`src/core/ccmu_pkg.sv`:
```
// code conversion and table move unit: shared types and constants
// assumes one processor clock and an instruction sequencer as requester
package ccmu_pkg;

  // ----------------------------------------------------------------
  // widths
  // ----------------------------------------------------------------
  localparam int CCMU_ACC_W        = 32;
  localparam int CCMU_WORD_W       = 16;
  localparam int CCMU_NIB_W        = 4;
  localparam int CCMU_WORD_DIGITS  = 4;
  localparam int CCMU_SHUF_DIGITS  = 8;
  localparam int CCMU_BCD_BITS     = 10;
  localparam int CCMU_BCD_DIGITS   = 5;

  // ----------------------------------------------------------------
  // conversion constants
  // ----------------------------------------------------------------
  localparam logic [7:0] CCMU_ASCII_NUM_BASE   = 8'h30;
  localparam logic [7:0] CCMU_ASCII_ALPHA_BASE = 8'h41;
  localparam logic [3:0] CCMU_HEX_ALPHA_FIRST  = 4'ha;
  localparam logic [3:0] CCMU_SHUF_POS_MIN     = 4'h1;
  localparam logic [3:0] CCMU_SHUF_POS_MAX     = 4'h8;
  localparam logic [3:0] CCMU_BCD_ADJ_LIMIT    = 4'h5;
  localparam logic [3:0] CCMU_BCD_ADJ          = 4'h3;
  localparam logic [15:0] CCMU_ONE             = 16'h0001;
  localparam logic [15:0] CCMU_ZERO            = 16'h0000;

  // common cathode glyphs, segment a in bit 0, bit 7 clear
  localparam logic [7:0] CCMU_SEG_GLYPH [16] = '{
    8'h3f, 8'h06, 8'h5b, 8'h4f, 8'h66, 8'h6d, 8'h7d, 8'h07,
    8'h7f, 8'h6f, 8'h77, 8'h7c, 8'h39, 8'h5e, 8'h79, 8'h71
  };

  // ----------------------------------------------------------------
  // operations and carriers
  // ----------------------------------------------------------------
  typedef enum logic [2:0] {
    hex_to_ascii_op,
    digit_display_encode_op,
    gray_to_bcd_op,
    digit_reorder_op,
    table_copy_op
  } ccmu_op_t;

  typedef struct packed {
    ccmu_op_t         op;
    logic [31:0]      acc;
    logic [31:0]      stack;
    logic [15:0]      operand;
  } ccmu_req_t;

  typedef struct packed {
    logic             rd;
    logic             wr;
    logic [15:0]      addr;
    logic [15:0]      wdata;
  } ccmu_mem_t;

endpackage

```
`src/core/ccmu_unit.sv`:
```
// code conversion and table move unit: accumulator conversions and
// word table operations on a 16-bit word memory
// assumes the sequencer holds req stable while req_valid and not busy,
// and memory returns read data in the cycle after mem.rd is shown
//
// Contract
// - each source word yields two ascii words
// - ascii table starts at instruction operand address
// - digits 0-9 to 30-39, A-F to 41-46
// - four accumulator digits become segment patterns
// - gray 16-bit to 10-bit bcd, upper bits zero
// - reorder up to eight digits, result in accumulator
// - order digit names target position of source digit
// - order 0 or 9-F discards the source digit
// - duplicate targets take most significant order digit
// - copy count words to operand destination address
// - accumulator is 32 bits wide
`timescale 1ns/1ns
module ccmu_unit
  import ccmu_pkg::*;
(
  // clock and reset
  input  wire logic       clock,
  input  wire logic       rst_n,
  // request from sequencer
  input  wire logic       req_valid,
  input  wire ccmu_req_t  req,
  output logic            busy,
  // answer to sequencer
  output logic            done,
  output logic     [31:0] acc_out,
  // word memory
  output ccmu_mem_t       mem,
  input  wire logic [15:0] mem_rdata
);

  // ----------------------------------------------------------------
  // state
  // ----------------------------------------------------------------
  typedef enum logic [2:0] {
    st_idle,
    st_read,
    st_data,
    st_write_a,
    st_write_b
  } ccmu_state_t;

  ccmu_state_t        state_ff;
  ccmu_state_t        nxt_state;
  ccmu_op_t           op_ff;
  ccmu_op_t           nxt_op;
  ccmu_mem_t          mem_ff;
  ccmu_mem_t          nxt_mem;
  logic [15:0]        src_ff;
  logic [15:0]        nxt_src;
  logic [15:0]        dst_ff;
  logic [15:0]        nxt_dst;
  logic [15:0]        cnt_ff;
  logic [15:0]        nxt_cnt;
  logic [15:0]        hold_ff;
  logic [15:0]        nxt_hold;
  logic [CCMU_ACC_W-1:0] acc_ff;
  logic [CCMU_ACC_W-1:0] nxt_acc;
  logic               done_ff;
  logic               nxt_done;

  // ----------------------------------------------------------------
  // digit converters
  // ----------------------------------------------------------------
  logic [15:0]        conv_word;
  logic [7:0]         ascii_b [CCMU_WORD_DIGITS];
  logic [7:0]         glyph_b [CCMU_WORD_DIGITS];
  logic [15:0]        ascii_hi;
  logic [15:0]        ascii_lo;
  logic [31:0]        seg_word;

  // table data while a read answers, else the accumulator digits
  assign conv_word = (state_ff == st_data) ? mem_rdata
                                           : req.acc[15:0];

  genvar gi;
  generate
    for (gi = 0; gi < CCMU_WORD_DIGITS; gi++)
    begin : g_digit
      ccmu_digit_conv u_conv (
        .nibble (conv_word[gi*CCMU_NIB_W +: CCMU_NIB_W]),
        .ascii  (ascii_b[gi]),
        .glyph  (glyph_b[gi])
      );
    end
  endgenerate

  assign ascii_hi = {ascii_b[3], ascii_b[2]};
  assign ascii_lo = {ascii_b[1], ascii_b[0]};
  assign seg_word = {glyph_b[3], glyph_b[2], glyph_b[1], glyph_b[0]};

  // ----------------------------------------------------------------
  // gray code to bcd
  // ----------------------------------------------------------------
  function automatic logic [31:0] gray_to_bcd(input logic [15:0] g);
    logic [15:0]                   bin;
    logic [CCMU_BCD_DIGITS*4-1:0] bcd;
    bin = CCMU_ZERO;
    bcd = '0;
    bin[15] = g[15];
    for (int i = 14; i >= 0; i--)
      bin[i] = bin[i+1] ^ g[i];
    for (int i = 15; i >= 0; i--)
    begin
      for (int d = 0; d < CCMU_BCD_DIGITS; d++)
        if (bcd[d*4 +: 4] >= CCMU_BCD_ADJ_LIMIT)
          bcd[d*4 +: 4] = bcd[d*4 +: 4] + CCMU_BCD_ADJ;
      bcd = {bcd[CCMU_BCD_DIGITS*4-2:0], bin[i]};
    end
    // only the low 10 bcd bits are kept, the rest cleared
    return {22'h00_0000, bcd[CCMU_BCD_BITS-1:0]};
  endfunction

  // ----------------------------------------------------------------
  // digit reorder
  // ----------------------------------------------------------------
  function automatic logic [31:0] reorder(input logic [31:0] src,
                                          input logic [31:0] order);
    logic [31:0] res;
    logic [3:0]  pos;
    res = '0;
    // ascending scan so the most significant duplicate lands last
    for (int i = 0; i < CCMU_SHUF_DIGITS; i++)
    begin
      pos = order[i*4 +: 4];
      if (pos >= CCMU_SHUF_POS_MIN && pos <= CCMU_SHUF_POS_MAX)
        res[(int'(pos) - 1)*4 +: 4] = src[i*4 +: 4];
    end
    return res;
  endfunction

  // ----------------------------------------------------------------
  // next state
  // ----------------------------------------------------------------
  always_comb
  begin
    nxt_state = state_ff;
    nxt_op    = op_ff;
    nxt_mem   = '0;
    nxt_src   = src_ff;
    nxt_dst   = dst_ff;
    nxt_cnt   = cnt_ff;
    nxt_hold  = hold_ff;
    nxt_acc   = acc_ff;
    nxt_done  = 1'b0;
    unique case (state_ff)
      st_idle:
      begin
        if (req_valid)
        begin
          nxt_op  = req.op;
          nxt_acc = req.acc;
          unique case (req.op)
            digit_display_encode_op:
            begin
              nxt_acc  = seg_word;
              nxt_done = 1'b1;
            end
            gray_to_bcd_op:
            begin
              nxt_acc  = gray_to_bcd(req.acc[15:0]);
              nxt_done = 1'b1;
            end
            digit_reorder_op:
            begin
              nxt_acc  = reorder(req.stack, req.acc);
              nxt_done = 1'b1;
            end
            hex_to_ascii_op, table_copy_op:
            begin
              nxt_src = req.acc[15:0];
              nxt_dst = req.operand;
              nxt_cnt = req.stack[15:0];
              if (req.stack[15:0] == CCMU_ZERO)
                nxt_done = 1'b1;
              else
              begin
                nxt_mem.rd   = 1'b1;
                nxt_mem.addr = req.acc[15:0];
                nxt_state    = st_read;
              end
            end
            default:
              nxt_done = 1'b1;
          endcase
        end
      end
      st_read:
        nxt_state = st_data;
      st_data:
      begin
        nxt_mem.wr   = 1'b1;
        nxt_mem.addr = dst_ff;
        if (op_ff == hex_to_ascii_op)
        begin
          nxt_mem.wdata = ascii_hi;
          nxt_hold      = ascii_lo;
        end
        else
          nxt_mem.wdata = mem_rdata;
        nxt_dst   = dst_ff + CCMU_ONE;
        nxt_state = st_write_a;
      end
      st_write_a, st_write_b:
      begin
        if (state_ff == st_write_a && op_ff == hex_to_ascii_op)
        begin
          nxt_mem.wr    = 1'b1;
          nxt_mem.addr  = dst_ff;
          nxt_mem.wdata = hold_ff;
          nxt_dst       = dst_ff + CCMU_ONE;
          nxt_state     = st_write_b;
        end
        else
        begin
          nxt_cnt = cnt_ff - CCMU_ONE;
          nxt_src = src_ff + CCMU_ONE;
          if (cnt_ff == CCMU_ONE)
          begin
            nxt_done  = 1'b1;
            nxt_state = st_idle;
          end
          else
          begin
            nxt_mem.rd   = 1'b1;
            nxt_mem.addr = src_ff + CCMU_ONE;
            nxt_state    = st_read;
          end
        end
      end
    endcase
  end

  // ----------------------------------------------------------------
  // registers
  // ----------------------------------------------------------------
  always_ff @(posedge clock or negedge rst_n)
  begin
    if (!rst_n)
    begin
      state_ff <= st_idle;
      op_ff    <= hex_to_ascii_op;
      mem_ff   <= '0;
      src_ff   <= '0;
      dst_ff   <= '0;
      cnt_ff   <= '0;
      hold_ff  <= '0;
      acc_ff   <= '0;
      done_ff  <= 1'b0;
    end
    else
    begin
      state_ff <= nxt_state;
      op_ff    <= nxt_op;
      mem_ff   <= nxt_mem;
      src_ff   <= nxt_src;
      dst_ff   <= nxt_dst;
      cnt_ff   <= nxt_cnt;
      hold_ff  <= nxt_hold;
      acc_ff   <= nxt_acc;
      done_ff  <= nxt_done;
    end
  end

  // ----------------------------------------------------------------
  // outputs
  // ----------------------------------------------------------------
  assign busy    = (state_ff != st_idle);
  assign done    = done_ff;
  assign acc_out = acc_ff;
  assign mem     = mem_ff;

endmodule

```
`src/core/ccmu_digit_conv.sv`:
```
// one hex digit to its ascii code and its seven segment glyph
// assumes a plain nibble input; purely combinational
`timescale 1ns/1ns
module ccmu_digit_conv
  import ccmu_pkg::*;
(
  // digit in
  input  wire logic [3:0] nibble,
  // conversions out
  output logic      [7:0] ascii,
  output logic      [7:0] glyph
);

  // ----------------------------------------------------------------
  // conversion
  // ----------------------------------------------------------------
  always_comb
  begin
    if (nibble < CCMU_HEX_ALPHA_FIRST)
      ascii = CCMU_ASCII_NUM_BASE + {4'h0, nibble};
    else
      ascii = CCMU_ASCII_ALPHA_BASE
            + {4'h0, nibble - CCMU_HEX_ALPHA_FIRST};
    glyph = CCMU_SEG_GLYPH[nibble];
  end

endmodule

```
`config.mk`:
```
export PLATFORM = sky130hd
export DESIGN_NAME = ccmu_unit
export DESIGN_NICKNAME = d
export VERILOG_FILES = /design/src/core/ccmu_pkg.sv /design/src/core/ccmu_unit.sv /design/src/core/ccmu_digit_conv.sv
export SDC_FILE = /design/constraint.sdc
export NUM_CORES = 1
export LEC_CHECK = 0
export ABC_AREA = 1
export BUFFER_PORTS_ARGS = -buffer_cell sky130_fd_sc_hd__buf_4
export CAP_MARGIN = 15
export CORE_ASPECT_RATIO = 1.75
export CORE_UTILIZATION = 26
export DETAILED_ROUTE_END_ITERATION = 6
export GPL_TIMING_DRIVEN = 0
export PLACE_DENSITY = 0.52
export SETUP_SLACK_MARGIN = 0.02
export SKIP_CTS_REPAIR_TIMING = 1
export SYNTH_ARGS = -nofsm -noshare
export SYNTH_HDL_FRONTEND = slang
export SYNTH_SLANG_ARGS = --single-unit
```
`constraint.sdc`:
```
create_clock -name clock -period 4.1 [get_ports clock]
set_clock_uncertainty 0.2 [all_clocks]
set_input_delay 0.41 -clock clock [delete_from_list [all_inputs] [get_ports clock]]
set_output_delay 0.41 -clock clock [all_outputs]
set_load 0.01 [all_outputs]
```
# Word level (Yosys, flattened, before mapping)
# Memories as Yosys holds them, arrays and structs flattened.
# Index checks and enable logic that the tools add are counted.
# totals
ff_bits	137
rom_bits	512
inputBits	102
n_memories	4
out_inout_bits	68
# mem_list
name	words	word_bits	read_ports	rd_clocked_by_memory_dff	write_ports	line_no	rtl
(no name shown)	16	8	1	0	0	ccmu_digit_conv.sv:24	glyph = CCMU_SEG_GLYPH[nibble];
(no name shown)	16	8	1	0	0	ccmu_digit_conv.sv:24	
(no name shown)	16	8	1	0	0	ccmu_digit_conv.sv:24	
(no name shown)	16	8	1	0	0	ccmu_digit_conv.sv:24	
# op_classes
n_reduce_logical	23
magnitude_cmp	54
eq_ne	14
bitwise	20
n_mux	202
n_addsub	61
shift	16
# op_table
operator	n
2-to-1 mux 32 bit	29
2-to-1 mux 4 bit	86
2-to-1 mux 16 bit	17
negation 7 -> 33 bit	8
variable shift 4 x 33 -> 32 bit (first input constant)	8
indexed part select 4 x 33 -> 32 bit	8
bitwise mux 32 bit	7
>= comparator 4 x 3 -> 1 bit (second input constant)	27
2-to-1 mux 8 bit	12
case mux 16 bit (2 select lines)	3
case mux 16 bit (3 select lines)	2
case mux 32 bit (3 select lines)	1
adder 4 x 2 -> 4 bit (second input constant)	21
2-to-1 mux 3 bit	28
subtractor 4 x 1 -> 5 bit (second input constant)	8
adder 16 x 1 -> 16 bit (second input constant)	2
adder 7 x 4 -> 8 bit (first input constant)	4
AND 32 bit	1
>= comparator 4 x 1 -> 1 bit (second input constant)	8
<= comparator 4 bit (second input constant)	8
adder 6 x 4 -> 7 bit (first input constant)	4
>= comparator 5 bit (second input constant)	4
NOT 4 -> 5 bit	4
adder 3 x 2 -> 3 bit (second input constant)	6
other kinds (25)	84

# Logic depth before layout (Yosys ltp)
# logic_depth
word_depth	65
mapped_depth	83
mapped_depth_nobuf	83

# By module
# A second synthesis with hierarchy kept.
# unflattened
cells_unflattened	2850
area_unflattened_um2	17715.7
# by_module_without_submodules
module	cells_per_inst	area_each_um2	instances
ccmu_unit	2562	16044.1	1
ccmu_digit_conv	72	417.9	4

# Least setup slack after synthesis
# Ideal clock, no wire load.
# synth_timing
kind	input port to flip-flop
from	input req[63] in the netlist's numbering
to	register acc_ff[9] (netlist: acc_out[9])
required_time_ps	3783
setup_ps	117
n_path_buf	0
cell_stages	76
path_slack_ps	-5010
t_arrival_ps	8793
cell_sequence	inv_1 > ha_1 > inv_1 > ha_1 > inv_2 > nand2_1 > nand2_4 > inv_1 > ha_1 > or2_2 > nand3_2 > nand3_1 > nand2_2 > ha_1 > inv_1 > or2_2 > nand3_2 > nand2_4 > [40 not listed] > ha_1 > inv_1 > a21oi_1 > nand2_1 > xor2_1 > ha_1 > inv_1 > or2_2 > nand3_1 > nand2_1 > nand2_1 > nand3_1 > nand2_1 > nand3_1 > nand3_1 > nand2_1 > nand2_1 > nand2_1
# synth_via
elab_chain_len	65
word_cells_on_any_way	201
# synth_lines
item	line_no	rtl
from (decl)	ccmu_unit.sv:27	input wire ccmu_req_t req,
XOR 1 bit (2 in a row)	ccmu_unit.sv:107	bin[i] = bin[i+1] ^ g[i];
adder 3 x 2 -> 4 bit or >= comparator 3 bit (tied branches)	ccmu_unit.sv:112, ccmu_unit.sv:111	
2-to-1 mux 4 bit	ccmu_unit.sv:111	if (bcd[d*4 +: 4] >= CCMU_BCD_ADJ_LIMIT)
2-to-1 mux 4 bit	ccmu_unit.sv:158	unique case (req.op)
2-to-1 mux 4 bit	ccmu_unit.sv:154	if (req_valid)
2-to-1 mux 4 bit	ccmu_unit.sv:151	unique case (state_ff)
adder 4 x 2 -> 4 bit or >= comparator 4 x 3 -> 1 bit (tied branches)	ccmu_unit.sv:112, ccmu_unit.sv:111	
2-to-1 mux 4 bit	ccmu_unit.sv:111	
[48 not listed]	--	
adder 4 x 2 -> 4 bit, or another cell as far along	ccmu_unit.sv:112	bcd[d*4 +: 4] = bcd[d*4 +: 4] + CCMU_BCD_ADJ;
2-to-1 mux 4 bit or 2-to-1 mux 3 bit (tied branches)	ccmu_unit.sv:111	
2-to-1 mux 4 bit or 2-to-1 mux 3 bit (tied branches)	ccmu_unit.sv:158	
2-to-1 mux 4 bit or 2-to-1 mux 3 bit (tied branches)	ccmu_unit.sv:154	
2-to-1 mux 4 bit or 2-to-1 mux 3 bit (tied branches)	ccmu_unit.sv:151	
>= comparator 4 x 3 -> 1 bit or adder 1 bit (tied branches)	ccmu_unit.sv:111, ccmu_unit.sv:112	
2-to-1 mux 1 bit	ccmu_unit.sv:111	
case mux 32 bit (3 select lines) (*)	ccmu_unit.sv:158	
to (signal assigned)	ccmu_unit.sv:265	acc_ff <= nxt_acc;
to (decl)	ccmu_unit.sv:62	logic [CCMU_ACC_W-1:0] acc_ff;
# Every way passes the cells marked *; elsewhere a longest branch is shown, timed or not. The select of a mux whose other input is x is not followed.
# A chain may end at the register's enable or synchronous reset.

# Final worst setup path
# layout_timing
from	input req[63] in the netlist's numbering
to	register acc_ff[2] (netlist: acc_out[2])
# layout_via
elab_chain_len	65
word_cells_on_any_way	119
# layout_lines
item	line_no
XOR 1 bit (2 in a row)	ccmu_unit.sv:107
adder 3 x 2 -> 4 bit or >= comparator 3 bit (tied branches)	ccmu_unit.sv:112, ccmu_unit.sv:111
2-to-1 mux 4 bit	ccmu_unit.sv:111
2-to-1 mux 4 bit	ccmu_unit.sv:158
2-to-1 mux 4 bit	ccmu_unit.sv:154
2-to-1 mux 4 bit	ccmu_unit.sv:151
adder 4 x 2 -> 4 bit or >= comparator 4 x 3 -> 1 bit (tied branches)	ccmu_unit.sv:112, ccmu_unit.sv:111
2-to-1 mux 4 bit	ccmu_unit.sv:111
[48 not listed]	--
>= comparator 4 x 3 -> 1 bit or adder 4 x 2 -> 4 bit (tied branches)	ccmu_unit.sv:111, ccmu_unit.sv:112
2-to-1 mux 4 bit	ccmu_unit.sv:111
2-to-1 mux 4 bit	ccmu_unit.sv:158
2-to-1 mux 4 bit	ccmu_unit.sv:154
2-to-1 mux 4 bit	ccmu_unit.sv:151
adder 4 x 2 -> 4 bit or >= comparator 4 x 3 -> 1 bit (tied branches)	ccmu_unit.sv:112, ccmu_unit.sv:111
2-to-1 mux 4 bit	ccmu_unit.sv:111
case mux 32 bit (3 select lines) (*)	ccmu_unit.sv:158
# Marks and branches as above.

==> results.ini <==
[outcome]
status=complete, but fails checks
violations=negative hold slack, negative setup slack

[place]
dp_hpwl_um=61400
place_congestion=0.993
dpl_worst_slack_ps=-6270
io_buffer_count=167

[clock_network]
root_buffer=clkbuf_16
clockBufferDepth=2
clock_sinks=135
cts_buffers=17
worst_skew_pair.late_latency_ps=480
htreeDepth=4
cts_tree=done
clk_pin_slew_worst_paths_ps=60

[setup_path]
cp-endpoint=acc_out[2]$_DFFE_PN0P_
r2r_end=acc_out[24]$_DFFE_PN0P_
critical_path.max_stage_delay_ps=390
reg2reg_slack_ps=20
critPathMostFrequentCell=nand2_2
crit_type=in -> reg
arrival_ps=9160
r2r_start=state_ff[1]$_DFFE_PN0P_
crit_required_ps=4260
reg2reg_depth=14
cpMaxStageDelayCell=ha_4
crit_start=req[63]
cp-end-kind=flip-flop
cp_max_fo=8
cp-start-kind=input port

[finish]
mostFrequentLayoutCells=nand2_1 (460), inv_1 (372), buf_4 (286), o21ai_0 (228), nor2_1 (215)
antenna_cells=0
multi_input_area_sq_um=14100
layout_commonest_cell=nand2_1
syn2layout_area_growth_pct=37.7
seqCellArea_sq_um=3380
drive_above_1_share=0.273
fill_cells=7015
nNetsFinal=3301

[floorplanning]
die-height_um=342
dieArea_sq_um=67200
io_pins=170
start_util=0.263
core_area_sq_um=65300
die_w_um=196
rows=124

[grt]
overflow=0
grt_first_pass_wirelength_um=112000
grt_pass1_vias=19531
grt.total_usage=0.219
grt_max_degree=87
antenna_found_initial=0

[drt]
ant_nets=0
drtPass1Iterations=7
drt_iter0_drc=1328
top_layer=met4
dr_wl_met2_um=38900
vias=20519
drt_wl_total_um=76600
wl_met1_um=28400
drc=0
wl_per_cell_um=19.3
met3_length_um=3370
viasPerCell=5.18

[timing]
maxSlewViolCount=0
setup-violations-final=19
period_minus_slack_ps=9000
whs_ps=-1.34
post-route-period-util=2.20
relSlewSlack=0.216
fmax_mhz=111
rsz0062_at_grt=yes
final-hold-violation-count=1
tightest_slew_ps=1160
finalSetupTns_ps=-45710
final.setup.worst_slack_ps=-4900

[yosys]
netlist_area_sq_um=17200
synth-edff-count=0
yosysSeqAreaShare=0.196
yosysWarnings=0
synth_nets=2981
yosysUniqueCellTypes=60
syn_avg_cell_area_sq_um=6.26
synthCells=2749
synthArstFlopShare=1.00
synthFlopType=dfrtp_1
ys_ff_latch=135

[run]
max_cap_violations=0

[hold_path]
min_from=req[9]
hold_class=in -> reg

critical path, delay by kind of cell:
kind | cells | cell delay, ps
fa+ha+maj | 10 | 2000
buf+inv | 15 | 1090
simple gates | 37 | 3410
compound gates | 9 | 1520
xor+xnor | 3 | 680
state kept, by name, indices dropped and copies added, names as in the netlist:
register / count
done: 1
acc_out: 32
src_ff: 16
dst_ff: 16
cnt_ff: 16
op_ff: 3
hold_ff: 14
state_ff: 3
mem: 34
synth_stat cells, types with 14 or more instances:
master    number  area [sq um]
xor2_1        38           333
clkinv_1      14          52.6
dfrtp_1      135          3380
inv_1        422          1580
a31oi_1       16           100
nand2_1      532          2000
ha_1         130          1630
nand3_2       20           200
nor4_1        18           113
nand4_1       78           488
inv_2         19          71.3
o21ai_0      289          1450
nor2_1       252           946
o21ai_1       15          75.1
o221ai_1      33           289
a21oi_1      148           741
nand3_1      155           776
o22ai_1       44           275
nand2_4       14           158
nor3_1        62           310
nand2_2       49           307
clkbuf_1      60           225
a221oi_1      16           140
o211ai_1      62           465
worst min-delay path by stage:
stage | depth (start not counted) | end | slack [ps]
2_1_floorplan | 0 | acc_out[0]$_DFFE_PN0P_ | -90
3_3_place_gp | 2 | acc_out[17]$_DFFE_PN0P_ | 270
3_5_place_dp | 1 | cnt_ff[13]$_DFFE_PN0P_ | 150
4_1_cts | 1 | cnt_ff[14]$_DFFE_PN0P_ | -350
5_1_grt | 3 | mem[15]$_DFF_PN0_ | 30
6_report | 3 | dst_ff[9]$_DFFE_PN0P_ | -1
cells by family (layout without fill, tap and decap cells):
| family | Yosys count | after routing | synth area share |
|---|---|---|---|
| and+or+nand+nor | 1216 | 1216 | 0.323 |
| adders and majority gates | 130 | 130 | 0.0946 |
| xor gates and xnor gates | 55 | 55 | 0.0330 |
| DFF | 135 | 135 | 0.196 |
| buffers and inverters | 520 | 853 | 0.114 |
| AOI/OAI and AO/OA | 693 | 693 | 0.240 |
through the flow:
stage                util  instance area (sq um)  std cells
detailed placement  0.305                  19900       3799
global route        0.363                  23700       3964
finish              0.363                  23700       3964
CTS                 0.314                  20500       3831
global placement    0.304                  19900       3798
floorplan               -                  17500       2749
per-layer routing:
metal  global-route usage  up-vias
met4                0.145        0
met1                0.231     9617
li1                     -     9980
met3               0.0264      239
met5                    0        -
met2                0.406      683
layout make-up:
class,count,share of cell area
inverters,456,0.0757
plain buffers,58,0.0111
clock buffers,22,0.0200
flip-flops and latches,135,0.143
well taps,882,0.0466
repair buffers,307,0.103
multi-input cells,2094,0.595
clock inverters,10,0.00597
Power is not shown: default switching activity piles up to over one toggle a cycle in this logic, so the estimate is an artifact.
